`config.mk`:
```
export PLATFORM = sky130hd
export DESIGN_NAME = vmt_master_tx_path
export DESIGN_NICKNAME = d
export VERILOG_FILES = /design/src/verilog/vmt_pkg.sv /design/src/verilog/vmt_master_tx_path.sv
export SDC_FILE = /design/constraint.sdc
export NUM_CORES = 2
export LEC_CHECK = 0
export ABC_CLOCK_PERIOD_IN_PS = 3500
export BUFFER_PORTS_ARGS = -buffer_cell sky130_fd_sc_hd__buf_2
export CAP_MARGIN = 20
export CORE_MARGIN = 5
export CORE_UTILIZATION = 45
export DETAILED_ROUTE_END_ITERATION = 10
export PLACE_DENSITY_LB_ADDON = 0.2
export SLEW_MARGIN = 20
export SYNTH_ARGS = -nofsm -noshare
export SYNTH_HDL_FRONTEND = slang
export SYNTH_SLANG_ARGS = --single-unit
export TNS_END_PERCENT = 20
```
`constraint.sdc`:
```
create_clock -name clk_sys -period 3.5 [get_ports clk_sys]
set_input_delay 0.175 -clock clk_sys [delete_from_list [all_inputs] [get_ports clk_sys]]
set_output_delay 0.175 -clock clk_sys [all_outputs]
set_load 0.01 [all_outputs]
```
`src/verilog/vmt_pkg.sv`:
```
// Purpose: Shared constants and types of the master transmit path.
// Assumes: APB at 20 MHz, byte offsets, one 32-bit word per register.
// Notes: Entry layout is control, address, data (72 bits).
`default_nettype none
package vmt_pkg;
  // ==========================================================
  // Register map
  localparam logic [7:0] A_CSR = 8'h00;
  localparam logic [7:0] A_CTL = 8'h04;
  localparam logic [7:0] A_ADDR = 8'h08;
  localparam logic [7:0] A_DATA = 8'h0c;
  localparam logic [7:0] A_UPPER = 8'h10;
  localparam logic [7:0] A_BLEN = 8'h14;
  // Control/status bits
  localparam int CSR_CPL = 0;
  localparam int CSR_VERR = 1;
  localparam int CSR_QRST = 2;
  localparam int CSR_FILL = 3;
  localparam int CSR_MBLT = 4;
  localparam int CSR_SPACE = 5;
  localparam int CSR_MODE_ERR = 7;
  localparam int CSR_CNT = 8;
  localparam int CNT_W = 4;
  // ==========================================================
  // Entry control field
  localparam int CTL_MBLT = 7;
  localparam int CTL_BLT = 6;
  localparam int CTL_SPACE = 2;
  localparam logic [1:0] SP_A16 = 2'h0;
  localparam logic [1:0] SP_A24 = 2'h1;
  localparam logic [1:0] SP_A32 = 2'h2;
  localparam logic [1:0] SP_A64 = 2'h3;
  // ==========================================================
  // Queue and timing
  localparam int unsigned VMT_DEPTH = 15;
  localparam int unsigned MBLT_SLOTS = 1;
  localparam int unsigned CLK_NS = 50;
  localparam int unsigned LB_TMO_NS = 16000;
  localparam int unsigned LB_TMO_CYC = LB_TMO_NS / CLK_NS;
  localparam int unsigned BURST_MIN_LW = 4;
  localparam logic [31:0] LW_BYTES = 32'h4;
  localparam logic [31:0] DLW_BYTES = 32'h8;
  // ==========================================================
  // Types
  typedef struct packed {
    logic [7:0] ctl;
    logic [31:0] addr;
    logic [31:0] data;
  } vmt_entry_t;
  typedef struct packed {
    logic req;
    logic write;
    logic iack;
    logic dma;
    vmt_entry_t ent;
  } vmt_lreq_t;
  typedef struct packed {
    logic dtack_n;
    logic berr_n;
    logic grant;
  } vmt_vme_in_t;
  localparam vmt_vme_in_t VME_IDLE = '{1'b1, 1'b1, 1'b0};
  typedef enum logic [1:0] {
    S_IDLE = 2'b00,
    S_ARB = 2'b01,
    S_XFER = 2'b10,
    S_REL = 2'b11
  } vmt_state_t;
endpackage
`default_nettype wire

```
`src/verilog/vmt_master_tx_path.sv`:
```
// Purpose: Master transmit path, local bus to VMEbus, with APB registers.
// Assumes: Local request logic shares clk_sys; VMEbus pins are async.
// Notes: Queued and coupled cycles share one VMEbus engine.
//
// Added by the designer: the placing of the registers and the APB slave port.
`timescale 1ns/1ps
`default_nettype none
// Function
// - Reads always run coupled, never queued
// - Coupled bit selects coupled writes, default decoupled
// - Drain queue before coupled mode takes effect
// - Coupled cycle waits, passes termination back
// - Coupled bus error sets flag, interrupts
// - Drain transmit queue before coupled cycles, receive queue before coupled writes
// - Decoupled write queued, both size acks
// - Request bus when non-empty; fill option
// - Reads and IACK wait for empty queue
// - Full queue stalls writes, then timeout error
// - 72-bit entries, three capture registers
// - Eight control bits qualify each entry
// - Address and data captures, 32 bits
// - Queued bus error releases bus, flags
// - Error: keep queuing, never dequeue
// - Captures hold failed entry; clear discards
// - DMA block transfers always decoupled
// - MBLT allowed only with A64/A32; only DMA entries are refused, the CSR only flags a mode error
// - A64 upper address from register
// - Burst alignment and boundary restarts
// - DMA burst ends on four causes
// - Release local bus at 15/14 entries
// - Reset bit empties the queue
module vmt_master_tx_path import vmt_pkg::*; #(
  parameter int unsigned DEPTH = VMT_DEPTH,
  parameter int unsigned TMO_CYC = LB_TMO_CYC
) (
  input wire logic clk_sys,
  input wire logic reset,
  input wire logic psel,
  input wire logic penable,
  input wire logic pwrite,
  input wire logic [7:0] paddr,
  input wire logic [31:0] pwdata,
  output logic [31:0] prdata,
  output logic pready,
  output logic pslverr,
  input wire vmt_lreq_t lb_in,
  input wire logic rxq_empty,
  input wire logic dma_active,
  input wire logic dma_count_done,
  input wire logic dma_hp_grant,
  output logic local_size_ack_hi,
  output logic local_size_ack_lo,
  output logic local_bus_error,
  output logic [31:0] lb_rdata,
  output logic local_interrupt_out,
  output logic lb_release,
  output logic burst_end,
  output logic burst_restart,
  output logic align_error,
  input wire vmt_vme_in_t vme_in,
  input wire logic [31:0] vme_rdata,
  output logic vme_bus_req,
  output logic vme_strobe,
  output logic vme_write,
  output vmt_entry_t vme_entry,
  output logic [31:0] vme_upper_addr
);
  localparam int CW = $clog2(DEPTH + 1);
  localparam int PW = $clog2(DEPTH);
  localparam int TW = $clog2(TMO_CYC + 1);
  localparam logic [CW-1:0] FULL_CNT = CW'(DEPTH);
  localparam logic [CW-1:0] MBLT_THR = CW'(DEPTH - MBLT_SLOTS);
  localparam logic [PW-1:0] LAST_PTR = PW'(DEPTH - 1);
  localparam logic [TW-1:0] TMO_LAST = TW'(TMO_CYC - 1);

  // ==========================================================
  // Pin synchronisers
  vmt_vme_in_t vme_m_ff, vme_s_ff;
  logic [31:0] rd_m_ff, rd_s_ff;
  always_ff @(posedge clk_sys) begin
    if (reset) begin
      vme_m_ff <= VME_IDLE;
      vme_s_ff <= VME_IDLE;
      rd_m_ff <= 32'h0;
      rd_s_ff <= 32'h0;
    end else begin
      vme_m_ff <= vme_in;
      vme_s_ff <= vme_m_ff;
      rd_m_ff <= vme_rdata;
      rd_s_ff <= rd_m_ff;
    end
  end

  // ==========================================================
  // State
  vmt_entry_t mem_ff [DEPTH];
  vmt_entry_t nxt_mem [DEPTH];
  vmt_entry_t cur_ff, nxt_cur, cap_ff, nxt_cap;
  vmt_state_t state_ff, nxt_state;
  logic [PW-1:0] wr_ff, nxt_wr, rd_ff, nxt_rd;
  logic [CW-1:0] cnt_ff, nxt_cnt, rel_thr;
  logic [TW-1:0] tmo_ff, nxt_tmo;
  logic [5:0] beats_ff, nxt_beats;
  logic [1:0] blen_ff, nxt_blen, space_ff, nxt_space;
  logic [31:0] upper_ff, nxt_upper, rdata_ff, nxt_rdata;
  logic [31:0] vupper_ff, nxt_vupper, bmask;
  logic cpl_mode_ff, nxt_cpl_mode, err_ff, nxt_err;
  logic fill_ff, nxt_fill, mblt_ff, nxt_mblt;
  logic cpl_ff, nxt_cpl, cwr_ff, nxt_cwr;
  logic breq_ff, nxt_breq, stb_ff, nxt_stb;
  logic drain_ff, nxt_drain, ack_ff, nxt_ack;
  logic lberr_ff, nxt_lberr, rel_ff, nxt_rel;
  logic bend_ff, nxt_bend, brst_ff, nxt_brst;
  logic alerr_ff, nxt_alerr;
  logic wr_en, csr_wr, qrst, err_clr, err_set;
  logic live, qpath, full, push, pop, cstart, gate, mode_err;
  logic bad_dma, dpush;
  logic [31:0] step;
  logic [5:0] bmax;
  logic apb_rdy_ff, nxt_apb_rdy, slv_ff, nxt_slv;
  logic [31:0] prd_ff, nxt_prd;

  // ==========================================================
  // APB slave: answers in the first access cycle
  always_comb begin
    nxt_apb_rdy = psel & ~penable;
    nxt_slv = 1'b0;
    nxt_prd = 32'h0;
    if (psel && !penable) begin
      unique case (paddr)
        A_CSR: begin
          nxt_prd[CSR_CPL] = cpl_mode_ff;
          nxt_prd[CSR_VERR] = err_ff;
          nxt_prd[CSR_FILL] = fill_ff;
          nxt_prd[CSR_MBLT] = mblt_ff;
          nxt_prd[CSR_SPACE +: 2] = space_ff;
          nxt_prd[CSR_MODE_ERR] = mode_err;
          nxt_prd[CSR_CNT +: CNT_W] = CNT_W'(cnt_ff);
        end
        A_CTL: nxt_prd[7:0] = cap_ff.ctl;
        A_ADDR: nxt_prd = cap_ff.addr;
        A_DATA: nxt_prd = cap_ff.data;
        A_UPPER: nxt_prd = upper_ff;
        A_BLEN: nxt_prd[1:0] = blen_ff;
        default: nxt_slv = 1'b1;
      endcase
    end
  end

  always_ff @(posedge clk_sys) begin
    if (reset) begin
      apb_rdy_ff <= 1'b0;
      slv_ff <= 1'b0;
      prd_ff <= 32'h0;
    end else begin
      apb_rdy_ff <= nxt_apb_rdy;
      slv_ff <= nxt_slv;
      prd_ff <= nxt_prd;
    end
  end

  // ==========================================================
  // Core: queue, local side, VMEbus engine, DMA status
  always_comb begin
    nxt_mem = mem_ff;
    nxt_cur = cur_ff;
    nxt_cap = cap_ff;
    nxt_state = state_ff;
    nxt_wr = wr_ff;
    nxt_rd = rd_ff;
    nxt_tmo = tmo_ff;
    nxt_beats = beats_ff;
    nxt_blen = blen_ff;
    nxt_space = space_ff;
    nxt_upper = upper_ff;
    nxt_rdata = rdata_ff;
    nxt_vupper = vupper_ff;
    nxt_cpl_mode = cpl_mode_ff;
    nxt_fill = fill_ff;
    nxt_mblt = mblt_ff;
    nxt_cpl = cpl_ff;
    nxt_cwr = cwr_ff;
    nxt_breq = breq_ff;
    nxt_stb = stb_ff;
    nxt_drain = drain_ff;
    nxt_ack = 1'b0;
    nxt_lberr = 1'b0;
    push = 1'b0;
    pop = 1'b0;
    cstart = 1'b0;
    err_set = 1'b0;
    // Register writes take effect at the access edge
    wr_en = psel & penable & apb_rdy_ff & pwrite & ~slv_ff;
    csr_wr = wr_en && (paddr == A_CSR);
    qrst = csr_wr & pwdata[CSR_QRST];
    err_clr = csr_wr & pwdata[CSR_VERR];
    if (csr_wr) begin
      nxt_cpl_mode = pwdata[CSR_CPL];
      nxt_fill = pwdata[CSR_FILL];
      nxt_mblt = pwdata[CSR_MBLT];
      nxt_space = pwdata[CSR_SPACE +: 2];
    end
    if (wr_en && paddr == A_UPPER) begin
      nxt_upper = pwdata;
    end
    if (wr_en && paddr == A_BLEN) begin
      nxt_blen = pwdata[1:0];
    end
    // MBLT only in A64 or A32
    mode_err = mblt_ff & (space_ff == SP_A24 || space_ff == SP_A16);
    full = (cnt_ff == FULL_CNT);
    // Registered acks are seen one edge late; mask the echo cycle
    live = lb_in.req & ~ack_ff & ~lberr_ff & ~cpl_ff;
    // DMA and decoupled writes go to the queue
    qpath = lb_in.write & ~lb_in.iack & (lb_in.dma | ~cpl_mode_ff);
    bad_dma = lb_in.dma & lb_in.ent.ctl[CTL_MBLT] & ~lb_in.ent.ctl[3];
    if (live) begin
      nxt_tmo = tmo_ff + 1'b1;
      if (qpath && bad_dma) begin
        nxt_lberr = 1'b1;
        nxt_tmo = '0;
      end else if (qpath && !full) begin
        push = 1'b1;
        nxt_ack = 1'b1;
        nxt_tmo = '0;
      end else if (!qpath && state_ff == S_IDLE && cnt_ff == '0 &&
                   (rxq_empty || !lb_in.write)) begin
        cstart = 1'b1;
        nxt_tmo = '0;
      end else if (tmo_ff == TMO_LAST) begin
        nxt_lberr = 1'b1;
        nxt_tmo = '0;
      end
    end else begin
      nxt_tmo = '0;
    end
    // fill option holds requests until full, then drains
    gate = ~(dma_active & fill_ff) | full | drain_ff;
    if (full) begin
      nxt_drain = 1'b1;
    end else if (cnt_ff == '0) begin
      nxt_drain = 1'b0;
    end
    unique case (state_ff)
      S_IDLE: begin
        if (cstart) begin
          nxt_cur = lb_in.ent;
          nxt_cwr = lb_in.write & ~lb_in.iack;
          nxt_cpl = 1'b1;
          nxt_breq = 1'b1;
          nxt_state = S_ARB;
        end else if (cnt_ff != '0 && !err_ff && gate) begin
          // oldest entry first, none while in error
          nxt_cur = mem_ff[rd_ff];
          nxt_cwr = 1'b1;
          nxt_cpl = 1'b0;
          nxt_breq = 1'b1;
          nxt_state = S_ARB;
        end
        nxt_vupper = (nxt_cur.ctl[CTL_SPACE +: 2] == SP_A64) ?
                     upper_ff : 32'h0;
      end
      S_ARB: begin
        if (vme_s_ff.grant) begin
          nxt_stb = 1'b1;
          nxt_state = S_XFER;
        end
      end
      S_XFER: begin
        if (!vme_s_ff.berr_n) begin
          err_set = 1'b1;
          nxt_stb = 1'b0;
          nxt_breq = 1'b0;
          nxt_state = S_REL;
          if (cpl_ff) begin
            // bus error passed to local master
            nxt_lberr = 1'b1;
          end else begin
            nxt_cap = cur_ff;
          end
        end else if (!vme_s_ff.dtack_n) begin
          nxt_stb = 1'b0;
          nxt_breq = 1'b0;
          nxt_state = S_REL;
          if (cpl_ff) begin
            nxt_ack = 1'b1;
            nxt_rdata = rd_s_ff;
          end else begin
            pop = cnt_ff != '0;
            nxt_cap = cur_ff;
          end
        end
      end
      S_REL: begin
        if (vme_s_ff.dtack_n && vme_s_ff.berr_n) begin
          nxt_cpl = 1'b0;
          nxt_state = S_IDLE;
        end
      end
    endcase
    nxt_err = err_set | (err_ff & ~err_clr);
    if (err_clr && err_ff && !err_set && cnt_ff != '0) begin
      pop = 1'b1;
    end
    if (qrst) begin
      nxt_wr = '0;
      nxt_rd = '0;
      nxt_cnt = '0;
    end else begin
      nxt_cnt = cnt_ff - CW'(pop);
      if (pop) begin
        nxt_rd = (rd_ff == LAST_PTR) ? '0 : rd_ff + 1'b1;
      end
    end
    if (push) begin
      for (int i = 0; i < DEPTH; i++) begin
        if (nxt_wr == PW'(i)) begin
          nxt_mem[i] = lb_in.ent;
        end
      end
      nxt_cnt = nxt_cnt + 1'b1;
      nxt_wr = (nxt_wr == LAST_PTR) ? '0 : nxt_wr + 1'b1;
    end
    // release threshold, one slot less for MBLT
    rel_thr = mblt_ff ? MBLT_THR : FULL_CNT;
    nxt_rel = dma_active & (nxt_cnt >= rel_thr);
    dpush = push & lb_in.dma;
    step = lb_in.ent.ctl[CTL_MBLT] ? DLW_BYTES : LW_BYTES;
    bmask = (LW_BYTES << (BURST_MIN_LW'(0) + blen_ff + 2'd2)) - 32'h1;
    bmax = 6'(BURST_MIN_LW) << blen_ff;
    nxt_brst = dpush & (((lb_in.ent.addr + step) & bmask) == 32'h0);
    nxt_alerr = dpush & (beats_ff == '0) &
                ((lb_in.ent.addr & (step - 32'h1)) != 32'h0);
    nxt_bend = dma_active & ((dpush & (beats_ff + 1'b1 == bmax)) |
               dma_count_done | dma_hp_grant | (nxt_cnt == FULL_CNT));
    if (nxt_bend || nxt_brst) begin
      nxt_beats = '0;
    end else if (dpush) begin
      nxt_beats = beats_ff + 1'b1;
    end
  end

  always_ff @(posedge clk_sys) begin
    if (reset) begin
      for (int i = 0; i < DEPTH; i++) begin
        mem_ff[i] <= '0;
      end
      cur_ff <= '0;
      cap_ff <= '0;
      state_ff <= S_IDLE;
      wr_ff <= '0;
      rd_ff <= '0;
      cnt_ff <= '0;
      tmo_ff <= '0;
      beats_ff <= '0;
      blen_ff <= 2'h0;
      space_ff <= SP_A32;
      upper_ff <= 32'h0;
      rdata_ff <= 32'h0;
      vupper_ff <= 32'h0;
      cpl_mode_ff <= 1'b0;
      err_ff <= 1'b0;
      fill_ff <= 1'b0;
      mblt_ff <= 1'b0;
      cpl_ff <= 1'b0;
      cwr_ff <= 1'b0;
      breq_ff <= 1'b0;
      stb_ff <= 1'b0;
      drain_ff <= 1'b0;
      ack_ff <= 1'b0;
      lberr_ff <= 1'b0;
      rel_ff <= 1'b0;
      bend_ff <= 1'b0;
      brst_ff <= 1'b0;
      alerr_ff <= 1'b0;
    end else begin
      mem_ff <= nxt_mem;
      cur_ff <= nxt_cur;
      cap_ff <= nxt_cap;
      state_ff <= nxt_state;
      wr_ff <= nxt_wr;
      rd_ff <= nxt_rd;
      cnt_ff <= nxt_cnt;
      tmo_ff <= nxt_tmo;
      beats_ff <= nxt_beats;
      blen_ff <= nxt_blen;
      space_ff <= nxt_space;
      upper_ff <= nxt_upper;
      rdata_ff <= nxt_rdata;
      vupper_ff <= nxt_vupper;
      cpl_mode_ff <= nxt_cpl_mode;
      err_ff <= nxt_err;
      fill_ff <= nxt_fill;
      mblt_ff <= nxt_mblt;
      cpl_ff <= nxt_cpl;
      cwr_ff <= nxt_cwr;
      breq_ff <= nxt_breq;
      stb_ff <= nxt_stb;
      drain_ff <= nxt_drain;
      ack_ff <= nxt_ack;
      lberr_ff <= nxt_lberr;
      rel_ff <= nxt_rel;
      bend_ff <= nxt_bend;
      brst_ff <= nxt_brst;
      alerr_ff <= nxt_alerr;
    end
  end

  assign prdata = prd_ff;
  assign pready = apb_rdy_ff;
  assign pslverr = slv_ff;
  assign local_size_ack_hi = ack_ff;
  assign local_size_ack_lo = ack_ff;
  assign local_bus_error = lberr_ff;
  assign lb_rdata = rdata_ff;
  assign local_interrupt_out = err_ff;
  assign lb_release = rel_ff;
  assign burst_end = bend_ff;
  assign burst_restart = brst_ff;
  assign align_error = alerr_ff;
  assign vme_bus_req = breq_ff;
  assign vme_strobe = stb_ff;
  assign vme_write = cwr_ff;
  assign vme_entry = cur_ff;
  assign vme_upper_addr = vupper_ff;
endmodule
`default_nettype wire

```
==> out/results.txt <==
post-synthesis xor/xnor area fraction -> 0.462%
grt total ovfl -> 0
Core Area -> 0.134 mm²
Worst Max-Slew Pin Slew -> 1.09 ns
port bufs -> 340
DIE WIDTH -> 377 µm
worst-case reg-to-reg path depth -> 10
post-synthesis mux area share -> 12.6%
CTS tree -> done
crit-path max cell delay -> 0.61 ns
Power, Total -> 36.8 mW
reg-to-reg slack, setup -> 0.11 ns
first-iteration detailed-routing DRC count -> 6052
die height -> 377 µm
Syn Inst Count -> 7200
worst vdd ir -> 511 µV
part of the cycle the worst path needs -> 96.8%
DP Area -> 0.0642 mm²
R2R Path End -> mem_ff[775]$_SDFFE_PP0P_
fin cells -> 9236
Worst EP required -> 4.20 ns
synthesized-area fraction occupied by adder cells -> 0.441%
Fin. Hold Viols -> 0
Total Wirelength -> 218000 µm
Worst Hold Depth -> 5
Seq/Total Area, Yosys -> 48.6%
pin count of the biggest net entering global routing -> 226
DP Cell Count -> 8796
Via density -> 5.74
Layout area overhead -> 17.0%
Worst-Skew Late Latency -> 0.80 ns
CTS max path bufs -> 3
initial antenna violation count -> 18
fmax -> 295 MHz
maxcap violations -> 0
layout cells sized above 1 -> 15.2%
Crit Reg-Reg Startpoint -> cpl_ff$_SDFFE_PP0P_
first-pass GRT wire length -> 322000 µm
skew final -> 0.0204 ns
Std-Cell Rows -> 134
DRC violations left -> 0
CP Cell Sequence -> buf_4 > or4b_4 > nor2_2 > and2_1 > nand4b_2 > buf_4 > nor3_4 > buf_12 > nand2_1 > a21oi_1
Simple-Gate Fraction of Synth Area -> 19.3%
Post-synth ARST share -> 0%
worst endpoint data arrival time -> 4.09 ns
ANT nets after route -> 0
RePlAce Congestion -> 0.877
gr usage total -> 29.6%
hold path endpoint -> beats_ff[5]$_SDFFE_PP0P_
Worst Setup Path Type -> reg2reg
routed vias -> 53000
htree depth -> 4
Clock Sinks -> 1472
final core utilization -> 53.0%
CP max FO -> 20
Rel. slew slack -> 27.5%
cell family with most CP delay -> simple AND/OR/NAND/NOR gates
Power Dens Cells -> 519 mW/mm²
Hold Crit Start -> lb_in[74]
count of different cell masters after synthesis -> 75
die area -> 0.142 mm²
cell mode on critical path -> buf_4
number of global-route vias before repair -> 49700
Critical Path Slowest Stage Cell -> or4b_4
Min Hold Slack -> 0.103 ns
drt wl/cell -> 23.6 µm
Initial Utilization -> 45.3%
Leak -> 23.5 nW
setup violators final -> 0
synthesized cell area -> 0.0607 mm²
CTS clock-pin slew for the worst setup and hold paths -> 0.06 ns
Pre-antenna DRT Iters -> 6
Final Slew Violations -> 0
Avg Cell Area, Syn -> 8.43 µm²
Hold Path Class -> in2reg
Detail Placement HPWL -> 127000 µm
Bufs and invs on worst path -> 3
fin area -> 0.0710 mm²
nets -> 7518
minimum clock period -> 3.39 ns
flops & latches, synth -> 1472
CTS Buf Count -> 153
Worst setup SP type -> flop
Synth Area in Compound Gates -> 13.9%
status -> finished clean
CTS Root Cell -> clkbuf_16
main combinational cell family by area after synthesis -> simple AND/OR/NAND/NOR gates
I/O Pins -> 341
crit end category -> flop
EDFF count, synth -> 0
synth warn -> 0
dominant synthesized flop cell -> dfxtp_1
kinds of logic after synthesis:
family                   count (synthesis)
AND/OR/NAND/NOR                       2963
AO/OA/AOI/OAI                         1587
buffers and inverters                  721
XOR/XNOR                                32
multiplexers                           402
adder cells (fa/ha/maj)                 21
other                                    2
flip-flops                            1472
cell usage after synthesis, drive strengths merged (3+ instances only):
cell	number	area share, %
a221oi	7	0.10
nand4	9	0.093
ha	19	0.39
o211ai	4	0.049
a211oi	7	0.087
or3	6	0.062
or4	3	0.037
a21oi	1275	11
mux4	287	11
xor2	14	0.20
nor3	16	0.18
nand4b	5	0.082
inv	19	0.12
nor2	131	0.83
xnor2	18	0.26
nor2b	76	0.78
and4	5	0.072
a2111oi	3	0.054
and3	7	0.072
dfxtp	1472	49
nand2b	14	0.14
nor3b	3	0.037
nand2	2619	16
a22oi	74	0.92
or2	15	0.15
and2	7	0.072
buf	143	1.2
nand3	28	0.23
a31oi	4	0.041
a22o	32	0.46
nor4	10	0.11
clkbuf	559	3.5
mux2i	114	1.9
o21ai	155	1.3
o41a	3	0.058
state kept, by name, summed over array words and instances (netlist names), 2 cells and up:
name            count
cap_ff             72
tmo_ff              9
wr_ff               4
beats_ff            6
mem_ff           1080
rd_ff               4
cnt_ff              4
vme_upper_addr     32
state_ff            2
prdata             32
vme_s_ff            3
space_ff            2
rd_s_ff            32
upper_ff           32
vme_entry          72
vme_m_ff            3
blen_ff             2
lb_rdata           32
rd_m_ff            32
final cells by class:
type,instances,area [µm²]
Fill cell,12100,62800
Sequential cell,1472,29500
Multi-Input combinational cell,5009,28700
Timing Repair Buffer,683,5380
Clock buffer,230,4590
Tap cell,1768,2210
Clock inverter,44,549
Inverter,19,71.3
Antenna cell,11,27.5
per-stage QoR:
stage | setup TNS [ns] | setup WS [ns]
detailed placement | -1.88 | -0.293
floorplan | 0 | 0.156
global placement | -1.74 | -0.265
finish | 0 | 0.111
global route | -0.0524 | -0.0315
CTS | 0 | 0.0652
placed cells by master, fill, tap and decap left out, types with 12 or more instances in the layout:
| cell | netlist | layout |
|---|---|---|
| clkbuf_16 | 0 | 156 |
| mux4_2 | 287 | 287 |
| buf_2 | 124 | 339 |
| a22o_1 | 32 | 32 |
| nor2_1 | 126 | 113 |
| buf_12 | 0 | 56 |
| xnor2_1 | 18 | 18 |
| a21oi_1 | 1275 | 1274 |
| nand3_1 | 28 | 27 |
| clkbuf_1 | 559 | 33 |
| nand2b_1 | 14 | 12 |
| ha_1 | 19 | 15 |
| a22oi_1 | 74 | 74 |
| clkbuf_8 | 0 | 41 |
| clkinv_2 | 0 | 20 |
| xor2_1 | 14 | 14 |
| nor2_4 | 0 | 14 |
| buf_4 | 2 | 132 |
| mux2i_1 | 114 | 114 |
| dfxtp_1 | 1472 | 1467 |
| nand2_1 | 2619 | 2618 |
| dlygate4sd3_1 | 0 | 155 |
| o21ai_0 | 154 | 154 |
| inv_1 | 19 | 18 |
| nor2b_1 | 76 | 75 |
worst reg2reg max path, stage by stage (launching register included):
cell      delay, ns
dfxtp_1        0.31
buf_4          0.16
or4b_4         0.61
nor2_2         0.21
and2_1         0.36
nand4b_2       0.34
buf_4          0.28
nor3_4         0.50
buf_12         0.28
nand2_1        0.10
a21oi_1        0.15
worst max-delay path by stage:
stage	slack [ns]	startpoint	endpoint	cells past startpoint
3_5_place_dp	-0.29	paddr[7]	beats_ff[3]$_SDFFE_PP0P_	15
4_1_cts	0.07	state_ff[1]$_SDFFE_PP0P_	beats_ff[4]$_SDFFE_PP0P_	14
2_1_floorplan	0.16	state_ff[0]$_SDFFE_PP0P_	beats_ff[0]$_SDFFE_PP0P_	16
3_3_place_gp	-0.27	paddr[7]	beats_ff[1]$_SDFFE_PP0P_	15
6_report	0.11	cpl_ff$_SDFFE_PP0P_	mem_ff[775]$_SDFFE_PP0P_	10
5_1_grt	-0.03	state_ff[0]$_SDFFE_PP0P_	beats_ff[3]$_SDFFE_PP0P_	14
per-layer routing:
layer  vias up  track usage (%)  share of wire, %
met5         -                0             0.035
met4        12             10.7               3.5
met3       433             6.63               9.9
met2      2538             47.1                45
met1     25700             39.9                41
li1      24400                -                 -
repair_timing:
item,in CTS,in global routing
setup buffers,0,0
resized for setup,0,16
hold buffers,155,0
setup endpoints to repair,0,7
hold endpoints to repair,1266,0
power by group:
| part | total (mW) | leakage [nW] | switching [mW] | internal (mW) |
|---|---|---|---|---|
| logic | 2.72 | 9.12 | 1.87 | 0.856 |
| clock network | 16.7 | 2.54 | 7.01 | 9.69 |
| registers | 17.4 | 11.9 | 0.414 | 17.0 |
| total | 36.8 | 23.5 | 9.29 | 27.6 |
(Power assumes the default switching activity.)
